## src/bus_tap_defs.vh

```
// constants for the bus tap signal router: connection modes, aux pin selections, timing
// assumes a single 125 MHz system clock; included by bare name
`ifndef BUS_TAP_DEFS_VH
`define BUS_TAP_DEFS_VH

// connection modes (wiring)
`define MODE_TAP2 2'h0
`define MODE_SEG2 2'h1
`define MODE_TAP4 2'h2
`define MODE_SEG4 2'h3

// aux pin selections
`define AUX_IN_PD 4'h0
`define AUX_IN_PU 4'h1
`define AUX_OUT_LO 4'h2
`define AUX_OUT_HI 4'h3
`define AUX_OUT_DIR 4'h4
`define AUX_OUT_BUSACT 4'h5
`define AUX_OUT_ACT1 4'h6
`define AUX_OUT_ACT2 4'h7
`define AUX_OUT_ACT3 4'h8
`define AUX_OUT_ACT4 4'h9
`define AUX_OUT_ERR 4'hA

// timing
`define CLK_MHZ 125
`define STAMP_US 1
`define STAMP_CYC (`STAMP_US * `CLK_MHZ)
`define BIT_CYC_DEFAULT 16'h043D

// fifo
`define FIFO_DEPTH 8
`define REC_WIDTH 32

`endif

```

## src/bus_tap_signal_router.v

```verilog
// bus tap signal router: samples four receivers, routes two to decoders,
// derives direction/merged signals, drives two aux pins, records line changes.
// assumes receiver outputs (data + invalid) are synchronous to clk_sys.
`timescale 1ns/1ns
`include "bus_tap_defs.vh"

// change-record fifo, width and depth parameterised
module rec_fifo #(
  parameter WIDTH = `REC_WIDTH,
  parameter DEPTH = `FIFO_DEPTH,
  parameter AW = 3
) (
  input wire clk_sys,
  input wire rst_n,
  input wire clk_en,
  input wire in_valid,
  output wire in_ready,
  input wire [WIDTH-1:0] in_data,
  output reg out_valid,
  input wire out_ready,
  output reg [WIDTH-1:0] out_data
);
  reg [WIDTH-1:0] mem [0:DEPTH-1]; // storage
  reg [AW-1:0] wr_reg; // write pointer
  reg [AW-1:0] rd_reg; // read pointer
  reg [AW:0] cnt_reg; // words held in mem
  wire push;
  wire pop;
  wire out_take;

  assign in_ready = (cnt_reg != DEPTH[AW:0]);
  assign out_take = ~out_valid | out_ready;
  assign pop = out_take & (cnt_reg != {(AW+1){1'b0}});
  assign push = in_valid & in_ready;

  // pointers, count and registered head
  // storage has no reset: only pointers, count and head need a known start
  always @(posedge clk_sys) begin
    if (clk_en && push)
      mem[wr_reg] <= in_data;
  end

  always @(posedge clk_sys or negedge rst_n) begin
    if (!rst_n) begin
      wr_reg <= {AW{1'b0}};
      rd_reg <= {AW{1'b0}};
      cnt_reg <= {(AW+1){1'b0}};
      out_valid <= 1'b0;
      out_data <= {WIDTH{1'b0}};
    end else if (clk_en) begin
      if (push) begin
        wr_reg <= wr_reg + 1'b1;
      end
      if (pop) begin
        out_data <= mem[rd_reg];
        rd_reg <= rd_reg + 1'b1;
        out_valid <= 1'b1;
      end else if (out_ready) begin
        out_valid <= 1'b0; // head consumed, nothing behind it
      end
      if (push & ~pop)
        cnt_reg <= cnt_reg + 1'b1;
      else if (pop & ~push)
        cnt_reg <= cnt_reg - 1'b1;
    end
  end
endmodule // rec_fifo

module bus_tap_signal_router #(
  parameter MODE_W = 2,
  parameter SEL_W = 4,
  parameter STAMP_W = 22, // at least the 22-bit stamp field of a record
  parameter BIT_W = 16
) (
  input wire clk_sys,
  input wire rst_n,
  input wire clk_en,
  input wire [3:0] rx_level, // receiver logic level, inputs one..four
  input wire [3:0] rx_invalid, // receiver reports tri-state level
  input wire [MODE_W-1:0] conn_mode, // active connection mode
  input wire [SEL_W-1:0] aux_sel_0, // selection for aux pin 0
  input wire [SEL_W-1:0] aux_sel_1, // selection for aux pin 1
  input wire [BIT_W-1:0] bit_cycles, // one bit time in clocks
  input wire [1:0] dec_error, // framing/parity/break pulses from decoders
  input wire [1:0] aux_in, // aux pin input levels
  input wire rec_ready, // recording path accepts a record
  output reg dec_a_rx, // serial line to decoder A
  output reg dec_b_rx, // serial line to decoder B
  output reg [3:0] line_state, // recorded logic state per input
  output reg [3:0] line_active, // driven flag per input
  output reg dir_val, // direction, mark = two to one
  output reg dir_invalid, // direction invalid (bus undriven)
  output reg merged_val, // forwarded bus level
  output reg merged_invalid, // no data on either segment
  output reg fwd_one_out, // drive level toward segment one
  output reg fwd_one_oe_n, // low while driving segment one
  output reg fwd_two_out, // drive level toward segment two
  output reg fwd_two_oe_n, // low while driving segment two
  output reg [1:0] aux_out, // aux pin drive level
  output reg [1:0] aux_oe_n, // low while aux pin drives
  output reg [1:0] aux_pull_up, // 1 pull-up, 0 pull-down when input
  output reg [1:0] aux_rec, // recorded aux input states
  output reg rec_valid, // record available
  output reg [`REC_WIDTH-1:0] rec_data // {aux, active, level, stamp}
);
  localparam [7:0] STAMP_CYC = `STAMP_CYC;

  reg [3:0] lvl_reg; // sampled levels
  reg [3:0] inv_reg; // sampled invalid flags
  reg [7:0] us_cnt_reg; // clocks within one microsecond
  reg [STAMP_W-1:0] stamp_reg; // microsecond time stamp
  reg [1:0] owner_reg; // 0 none, 1 segment one drives, 2 segment two
  reg [1:0] aux_in_reg; // sampled aux inputs
  reg [BIT_W-1:0] err_cnt_reg; // remaining error pulse clocks
  reg [9:0] prev_reg; // last recorded snapshot
  reg [1:0] owner_next;
  reg err_active;
  wire [9:0] snap;
  wire snap_change;
  wire fifo_in_ready;
  wire fifo_out_valid;
  wire [`REC_WIDTH-1:0] fifo_out_data;
  wire fifo_take;

  // aux pin drive decode, shared by both pins
  function aux_drive;
    input [SEL_W-1:0] sel;
    input dir_bit;
    input bus_act;
    input [3:0] act;
    input err;
    begin
      case (sel)
        `AUX_OUT_HI: aux_drive = 1'b1;
        `AUX_OUT_DIR: aux_drive = dir_bit;
        `AUX_OUT_BUSACT: aux_drive = bus_act;
        `AUX_OUT_ACT1: aux_drive = act[0];
        `AUX_OUT_ACT2: aux_drive = act[1];
        `AUX_OUT_ACT3: aux_drive = act[2];
        `AUX_OUT_ACT4: aux_drive = act[3];
        `AUX_OUT_ERR: aux_drive = err;
        default: aux_drive = 1'b0;
      endcase
    end
  endfunction

  // aux pin acts as input only for pull selections
  function aux_is_input;
    input [SEL_W-1:0] sel;
    begin
      aux_is_input = (sel == `AUX_IN_PD) || (sel == `AUX_IN_PU);
    end
  endfunction

  // forwarding ownership: first segment to leave tri-state wins until idle
  always @* begin
    owner_next = owner_reg;
    if (owner_reg == 2'h1 && inv_reg[0])
      owner_next = 2'h0;
    else if (owner_reg == 2'h2 && inv_reg[1])
      owner_next = 2'h0;
    if (owner_next == 2'h0) begin
      if (!inv_reg[0])
        owner_next = 2'h1;
      else if (!inv_reg[1])
        owner_next = 2'h2;
    end
  end

  always @* begin
    err_active = (err_cnt_reg != {BIT_W{1'b0}});
  end

  assign snap = {aux_in_reg, ~inv_reg, lvl_reg};
  assign snap_change = (snap != prev_reg);
  assign fifo_take = ~rec_valid | rec_ready;

  // sampling, routing, status and pins
  always @(posedge clk_sys or negedge rst_n) begin
    if (!rst_n) begin
      lvl_reg <= 4'hF;
      inv_reg <= 4'hF;
      us_cnt_reg <= 8'h00;
      stamp_reg <= {STAMP_W{1'b0}};
      owner_reg <= 2'h0;
      aux_in_reg <= 2'h0;
      err_cnt_reg <= {BIT_W{1'b0}};
      prev_reg <= 10'h00F; // matches the reset snapshot, so no false record
      dec_a_rx <= 1'b1;
      dec_b_rx <= 1'b1;
      line_state <= 4'h0;
      line_active <= 4'h0;
      dir_val <= 1'b0;
      dir_invalid <= 1'b1;
      merged_val <= 1'b1;
      merged_invalid <= 1'b1;
      fwd_one_out <= 1'b1;
      fwd_one_oe_n <= 1'b1;
      fwd_two_out <= 1'b1;
      fwd_two_oe_n <= 1'b1;
      aux_out <= 2'h0;
      aux_oe_n <= 2'h3;
      aux_pull_up <= 2'h0;
      aux_rec <= 2'h0;
      rec_valid <= 1'b0;
      rec_data <= {`REC_WIDTH{1'b0}};
    end else if (clk_en) begin
      lvl_reg <= rx_level;
      inv_reg <= rx_invalid;
      aux_in_reg <= aux_in;
      line_state <= lvl_reg;
      line_active <= ~inv_reg;
      aux_rec <= aux_in_reg;
      // microsecond time base
      if (us_cnt_reg == STAMP_CYC - 8'h01) begin
        us_cnt_reg <= 8'h00;
        stamp_reg <= stamp_reg + 1'b1;
      end else begin
        us_cnt_reg <= us_cnt_reg + 8'h01;
      end
      owner_reg <= owner_next;
      // decoder routing per mode
      case (conn_mode)
        `MODE_SEG2: begin
          dec_a_rx <= lvl_reg[0];
          dec_b_rx <= lvl_reg[1];
        end
        `MODE_SEG4: begin
          // merged halves on A, tapped master bus on B
          dec_a_rx <= (owner_next == 2'h2) ? lvl_reg[1] : lvl_reg[0];
          dec_b_rx <= lvl_reg[2];
        end
        `MODE_TAP4: begin
          dec_a_rx <= lvl_reg[0];
          dec_b_rx <= lvl_reg[1];
        end
        default: begin
          dec_a_rx <= lvl_reg[0];
          dec_b_rx <= lvl_reg[1];
        end
      endcase
      // bidirectional forwarding only in segment modes
      if (conn_mode == `MODE_SEG2 || conn_mode == `MODE_SEG4) begin
        fwd_two_oe_n <= ~(owner_next == 2'h1);
        fwd_two_out <= lvl_reg[0];
        fwd_one_oe_n <= ~(owner_next == 2'h2);
        fwd_one_out <= lvl_reg[1];
      end else begin
        fwd_one_oe_n <= 1'b1;
        fwd_two_oe_n <= 1'b1;
      end
      dir_val <= (owner_next == 2'h2);
      dir_invalid <= (owner_next == 2'h0);
      merged_val <= (owner_next == 2'h2) ? lvl_reg[1] : lvl_reg[0];
      merged_invalid <= (owner_next == 2'h0);
      // error pulse stretched to one bit time; new error restarts it
      if (dec_error != 2'h0)
        err_cnt_reg <= bit_cycles;
      else if (err_active)
        err_cnt_reg <= err_cnt_reg - 1'b1;
      // aux pins
      aux_oe_n[0] <= aux_is_input(aux_sel_0);
      aux_oe_n[1] <= aux_is_input(aux_sel_1);
      aux_pull_up[0] <= (aux_sel_0 == `AUX_IN_PU);
      aux_pull_up[1] <= (aux_sel_1 == `AUX_IN_PU);
      aux_out[0] <= aux_drive(aux_sel_0, owner_next == 2'h2, owner_next != 2'h0,
                              ~inv_reg, err_active);
      aux_out[1] <= aux_drive(aux_sel_1, owner_next == 2'h2, owner_next != 2'h0,
                              ~inv_reg, err_active);
      // change records; snapshot kept until the fifo accepts it
      if (snap_change && fifo_in_ready)
        prev_reg <= snap;
      if (fifo_take) begin
        rec_valid <= fifo_out_valid;
        rec_data <= fifo_out_data;
      end
    end
  end

  rec_fifo #(
    .WIDTH(`REC_WIDTH),
    .DEPTH(`FIFO_DEPTH),
    .AW(3)
  ) u_fifo (
    .clk_sys(clk_sys),
    .rst_n(rst_n),
    .clk_en(clk_en),
    .in_valid(snap_change),
    .in_ready(fifo_in_ready),
    .in_data({snap, stamp_reg[`REC_WIDTH-11:0]}),
    .out_valid(fifo_out_valid),
    .out_ready(fifo_take),
    .out_data(fifo_out_data)
  );
endmodule // bus_tap_signal_router

```

## config.mk

```make
export PLATFORM = sky130hd
export DESIGN_NAME = bus_tap_signal_router
export DESIGN_NICKNAME = d
export VERILOG_FILES = /design/src/bus_tap_signal_router.v
export VERILOG_INCLUDE_DIRS = /design/src
export SDC_FILE = /design/constraint.sdc
export NUM_CORES = 1
export LEC_CHECK = 0
export BUFFER_PORTS_ARGS = -buffer_cell sky130_fd_sc_hd__buf_2
export CORE_ASPECT_RATIO = 1.75
export CORE_MARGIN = 2
export CORE_UTILIZATION = 25
export CTS_CLUSTER_SIZE = 28
export DETAILED_ROUTE_END_ITERATION = 12
export GPL_ROUTABILITY_DRIVEN = 0
export HOLD_SLACK_MARGIN = 0.06
export SLEW_MARGIN = 20
export SYNTH_ARGS = -nofsm -noshare
export SYNTH_HDL_FRONTEND = slang
export SYNTH_HIERARCHICAL = 1
export SYNTH_SLANG_ARGS = --single-unit
```

## constraint.sdc

```tcl
create_clock -name clk_sys -period 6.48 [get_ports clk_sys]
set_input_delay 0.972 -clock clk_sys [delete_from_list [all_inputs] [get_ports clk_sys]]
set_output_delay 0.972 -clock clk_sys [all_outputs]
set_load 0.02 [all_outputs]
```

# Yosys cells after proc, flatten, opt, wreduce, memory -nomap -nowiden
# Memories as Yosys holds them, arrays and structs flattened. A register that Yosys moved wholly into a read port is not among the register bits.
# Index checks and enable logic that the tools add are counted.
# word_totals
reg_bits,137
mem_bits_rw,256
input_bits,42
output_inout_bits,59
word_cells,126
memories,1
# op_classes
n_addsub,7
eq_ne,27
muxes,21
bitwise,13
n_reduce_logical,28
# mem_list
name,words,word_bits,read_ports,rd_clocked_by_memory_dff,wr,line_no,text
u_fifo.mem,8,32,1,1,1,bus_tap_signal_router.v:23,reg [WIDTH-1:0] mem [0:DEPTH-1];
# ops
op,n
"== test 4 x 3 -> 1 bit, second input constant",8
2-to-1 mux 16 bit,2
"== test 4 bit, second input constant",6
"adder 22 x 1 -> 22 bit, second input constant",1
AND reduction 2 bit,9
case mux 1 bit (8 select lines),2
nonzero test 16 bit,1
"subtractor 16 x 1 -> 16 bit, second input constant",1
2-to-1 mux 2 bit,5
!= test 10 bit,1
nonzero test 2 bit,5
2-to-1 mux 1 bit,9
"adder 8 x 1 -> 8 bit, second input constant",1
"== test 4 x 1 -> 1 bit, second input constant",2
"== test 4 x 2 -> 1 bit, second input constant",2
"== test 8 x 7 -> 1 bit, second input constant",1
zero test 4 bit,2
2-to-1 mux 4 bit,2
2-to-1 mux 8 bit,1
"adder 3 x 1 -> 3 bit, second input constant",2
"== test 2 x 1 -> 1 bit, second input constant",3
"== test 2 bit, second input constant",3
NOT 1 bit,6
"adder 4 x 1 -> 4 bit, second input constant",1
other kinds (10),20

# Depth between registers and ports, before layout
# depth
word_depth,10
ltp_mapped,12
mapped_depth_nobuf,11

# Modules after synthesis
# The synthesis kept the hierarchy.
# modules_own_cells
module,instances,cells_each,area_per_inst_um2,seq_area_each_um2
rec_fifo,1,539,11382.2,8763.4
bus_tap_signal_router,1,527,6013.3,3180.6

# Worst setup path after synthesis
# Ideal clock, no wire load.
# synth_path
path_type,register to register
from,reg lvl_reg[0]
to,"mem u_fifo/mem[0][0] (netlist name), enable pin"
setup_time_ns,0.501
t_arrival_ns,4.229
required_time_ns,5.979
slack_ns,1.750
path_stages_with_launch,7
path_buffers,0
synth_period_minus_slack_ns,4.730
cell_sequence,dfstp_2 > xor2_1 > nor4_1 > nand4_1 > and2_1 > nand2_1 > nor4_1
# synth_via
elab_chain_len,5
# synth_lines
element,line_no,text
start: declaration,bus_tap_signal_router.v:108,reg [3:0] lvl_reg;
start signal: assignment,bus_tap_signal_router.v:208,lvl_reg <= rx_level;
!= test 10 bit,bus_tap_signal_router.v:175,assign snap_change = (snap != prev_reg);
named net snap_change,bus_tap_signal_router.v:119,wire snap_change;
AND 1 bit,bus_tap_signal_router.v:34,assign push = in_valid & in_ready;
logical AND 1 bit,bus_tap_signal_router.v:39,if (clk_en && push)
2-to-1 mux 1 bit,bus_tap_signal_router.v:39,
2-to-1 mux 1 bit (implied by the code),bus_tap_signal_router.v:40,mem[wr_reg] <= in_data;
end: declaration,bus_tap_signal_router.v:23,
# The timed path passes the listed nets, and every way through them passes these cells.

# Worst setup path after layout
# layout_path
from,reg lvl_reg[0]
to,reg u_fifo.cnt_reg[3]
# layout_via
elab_chain_len,6
word_cells_on_any_way,8
classes_between,eq/ne (1); mux (1); bitwise (4); reduce/logical (2)
# layout_lines
element,line_no,text
!= test 10 bit *,bus_tap_signal_router.v:175,
named net snap_change,bus_tap_signal_router.v:119,
AND 1 bit *,bus_tap_signal_router.v:34,
NOT 1 bit,bus_tap_signal_router.v:63,else if (pop & ~push)
AND 1 bit,bus_tap_signal_router.v:63,
nonzero test 2 bit (no source line),n/a,
AND reduction 2 bit (no source line),n/a,
end signal: assignment,bus_tap_signal_router.v:47,cnt_reg <= {(AW+1){1'b0}};
end signal: assignment,bus_tap_signal_router.v:62,cnt_reg <= cnt_reg + 1'b1;
end signal: assignment,bus_tap_signal_router.v:64,cnt_reg <= cnt_reg - 1'b1;
end: declaration,bus_tap_signal_router.v:26,reg [AW:0] cnt_reg;
# Mark *: on every way through the listed nets, which the timed path passes. The rest lies on a longest branch.
# A chain may end at the register's enable or synchronous reset.

==> flow_metrics.env <==
export IMPL_fin_setup_tns_ns=0
export IMPL_synthesis_nets=1119
export IMPL_cp_max_fo=15
export IMPL_rsz0062_at_grt="false"
export IMPL_use_met3=0.01790
export IMPL_grt_pass1_wl_mm=59.53
export IMPL_endpoint_kind="flip-flop"
export IMPL_finalNetCount=1228
export IMPL_rows=128
export IMPL_io_pins=101
export IMPL_ys_seq_area_frac=0.6866
export IMPL_die_height_um=353.0
export IMPL_synth_cells=1066
export IMPL_final_common_cell="edfxtp_1"
export IMPL_avgSynthCellArea_um2=16.32
export IMPL_r2r_end="u_fifo/cnt_reg[3]"
export IMPL_startpoint_type="flip-flop"
export IMPL_cts_inserted_buffers=43
export IMPL_setup_viol=0
export IMPL_initial_core_util=0.2514
export IMPL_fin_crit_sh=0.4895
export IMPL_die_w_um=203.4
export IMPL_root_buffer="clkbuf_16"
export IMPL_antenna_found_initial=1
export IMPL_synth_top_family_by_area="multiplexers"
export IMPL_synth_edff_count=256
export IMPL_power_density_mw_per_mm2=407.9
export IMPL_synth_area_mm2=0.01740
export IMPL_synthAdderAreaFrac=0.008344
export IMPL_hold_buffers=0
export IMPL_largest_register="u_fifo/mem"
export IMPL_cts_setup_buffers=0
export IMPL_vias_per_cell=4.505
export IMPL_cp_data_arrival_time_ns=3.58
export IMPL_synthArstFlopShare=0.3976
export IMPL_drtIter0Drc=574
export IMPL_crit_required_ns=6.89
export IMPL_fin_crit_ns=3.172
export IMPL_hold_end="u_fifo/out_data[18]"
export IMPL_reg_largest_list="u_fifo/mem: 256 flops, rec_data: 32 flops, u_fifo/out_data: 32 flops"
export IMPL_crit_type="reg -> reg"
export IMPL_synth_compound_area_frac=0.04668
export IMPL_largest_reg_flops=256
export IMPL_area_growth_pct=16.90
export IMPL_status="finished clean"
export IMPL_final_cell_mix="256 x edfxtp_1, 144 x dfrtp_1, 98 x buf_2"
export IMPL_worst_pin_slew_ns=1.056
export IMPL_holdCritStartpoint="u_fifo/out_data[18]"
export IMPL_cts_max_level=2
export IMPL_grt_max_degree=74
export IMPL_grt_ovfl_total=0
export IMPL_fmax_ghz=0.3153
export IMPL_drc_errors=0
export IMPL_cts_sinks=425
export IMPL_fin_area_mm2=0.02033
export IMPL_ys_warn_count=6
export IMPL_muxShareOfSynthArea=0.1457
export IMPL_core_mm2=0.06919
export IMPL_p_leak_nw=7.605
export IMPL_holdPathStages=2
export IMPL_n_antenna_cell=0
export IMPL_synth_seq_cells=425
export IMPL_place_area_mm2=0.01893
export IMPL_hold_viol=0
export IMPL_finClkSkew_ns=0.01813
export IMPL_final_antenna_net_count=0
export IMPL_hp_class="reg -> reg"
export IMPL_vias=9550
export IMPL_track_usage=0.1068
export IMPL_synth_xor_area_frac=0.02064
export IMPL_max_cap_violations=0
export IMPL_synth_simple_gate_area_frac=0.07243
export IMPL_clockBufferDepth=3
export IMPL_fp_dieArea_mm2=0.07179
export IMPL_grt_pass1_vias=10180
export IMPL_port_buffers=100
export IMPL_drt_total_wl_mm=38.27
export IMPL_r2r_setup_slack_ns=3.31
export IMPL_ys_flop_type="edfxtp_1"
export IMPL_path_clk_slew_ns=0.06
export IMPL_slew_headroom=0.2935
export IMPL_grtUsageMet2=0.1986
export IMPL_fill_cells=6962
export IMPL_hpwl_mm=23.43
export IMPL_use_met1=0.1210
export IMPL_ys_types=81
export IMPL_ff2ff_path_depth=10
export IMPL_firstDrtPassIters=5
export IMPL_timing_rr_start="lvl_reg[0]"
export IMPL_cts_tree="done"
export IMPL_maxSlewViolCount=0
export IMPL_peakVddDrop_uv=201.4
export IMPL_clkLatencyLatePin_ns=0.55
export IMPL_ctsResizeCount=0
export IMPL_busiest_layer="met2"
export IMPL_drt_wirelength_per_cell_um=18.05
export IMPL_drive_gt1_frac=0.3000
-- layer usage --
metal,routed length [um],part of all wire
met4,1047,0.027
met3,1721,0.045
met2,20620,0.54
met1,14880,0.39
met5,0,0
-- final cells by class --
cell class | count | area, um2 | area share
tap | 910 | 1139 | 0.05599
inverter | 17 | 63.81 | 0.003138
clock inverter | 24 | 224.0 | 0.01101
multi-input combinational | 574 | 5162 | 0.2539
sequential | 425 | 11950 | 0.5878
clock buffer | 56 | 1176 | 0.05784
timing repair buffer | 114 | 616.8 | 0.03033
-- cells in the mapped netlist (all sizes together), types with 3 or more instances --
cell type  number  share of area
nor2b           3         0.0011
clkbuf         16         0.0035
and2            4         0.0014
and4            4         0.0020
a21o            4         0.0017
or3             7         0.0025
o31ai           4         0.0017
nor3b           5         0.0027
nand4          19         0.0077
nor4            9         0.0045
ha             10         0.0072
a22o            3         0.0015
nand3          18         0.0055
mux2i          38          0.022
mux2           63          0.041
inv            16         0.0035
nand2b          7         0.0025
dfrtp         147           0.21
nor3           16         0.0055
o22ai           5         0.0018
edfxtp        256           0.44
dfstp          22          0.033
a22oi           5         0.0022
or2             3         0.0011
xnor2          30          0.015
and3           14         0.0053
a21oi          15         0.0043
nor2           28         0.0062
nand2          76          0.017
o21ai          65          0.019
mux4           64          0.083
buf            34          0.012
nor4b           4         0.0032
xor2           11         0.0055
o211ai         10         0.0043
-- how the worst max path moves through the flow --
| stage | startpoint | endpoint | depth (start not counted) | slack, ns |
|---|---|---|---|---|
| 6_report | lvl_reg[0] | u_fifo/cnt_reg[3] | 10 | 3.31 |
| 4_1_cts | lvl_reg[0] | u_fifo/cnt_reg[3] | 10 | 3.27 |
| 5_1_grt | lvl_reg[0] | u_fifo/cnt_reg[3] | 10 | 2.98 |
| 3_5_place_dp | rec_ready | u_fifo/cnt_reg[3] | 10 | 3.25 |
| 2_1_floorplan | lvl_reg[0] | u_fifo/mem[0][0] | 6 | 1.75 |
| 3_3_place_gp | rec_ready | u_fifo/cnt_reg[3] | 10 | 3.20 |
-- report_power, final --
part	leakage (nW)	switching, W	internal [W]
combinational	2.33	0.00111	0.000927
clock	0.681	0.00104	0.00141
sequential	4.59	0.000403	0.00341
total	7.61	0.00255	0.00575
-- cells by family (layout without fill, tap and decap cells) --
family | Yosys count | in the layout
adder cells (fa/ha/maj) | 11 | 11
AND/OR/NAND/NOR | 225 | 225
flip-flops | 425 | 425
buffers and inverters | 67 | 211
multiplexers | 165 | 165
AO/OA/AOI/OAI | 132 | 132
XOR/XNOR | 41 | 41
-- through the flow --
step                  util  hold slack (ns)  power (W)  worst slack, ns  instances
floorplan                -           0.4450   0.005274            1.750       1066
global placement    0.2737           0.4637   0.005913            3.197       2040
global route        0.2939           0.5065   0.008759            2.975       2120
finish              0.2939           0.4731   0.008293            3.308       2120
detailed placement  0.2737           0.4726   0.005978            3.246       2040
CTS                 0.2939           0.4816   0.008457            3.269       2120
-- worst max-delay path, cell delays in order (launching register included) --
cell and delay [ns]:
dfstp_2 0.70, xor2_1 0.10, nor4_1 0.30, nand4_1 0.25, and2_1 0.23, ha_1 0.23
inv_1 0.17, ha_1 0.27, a21o_1 0.21, a2111oi_0 0.42, o31ai_1 0.14
(Power assumes the default switching activity.)
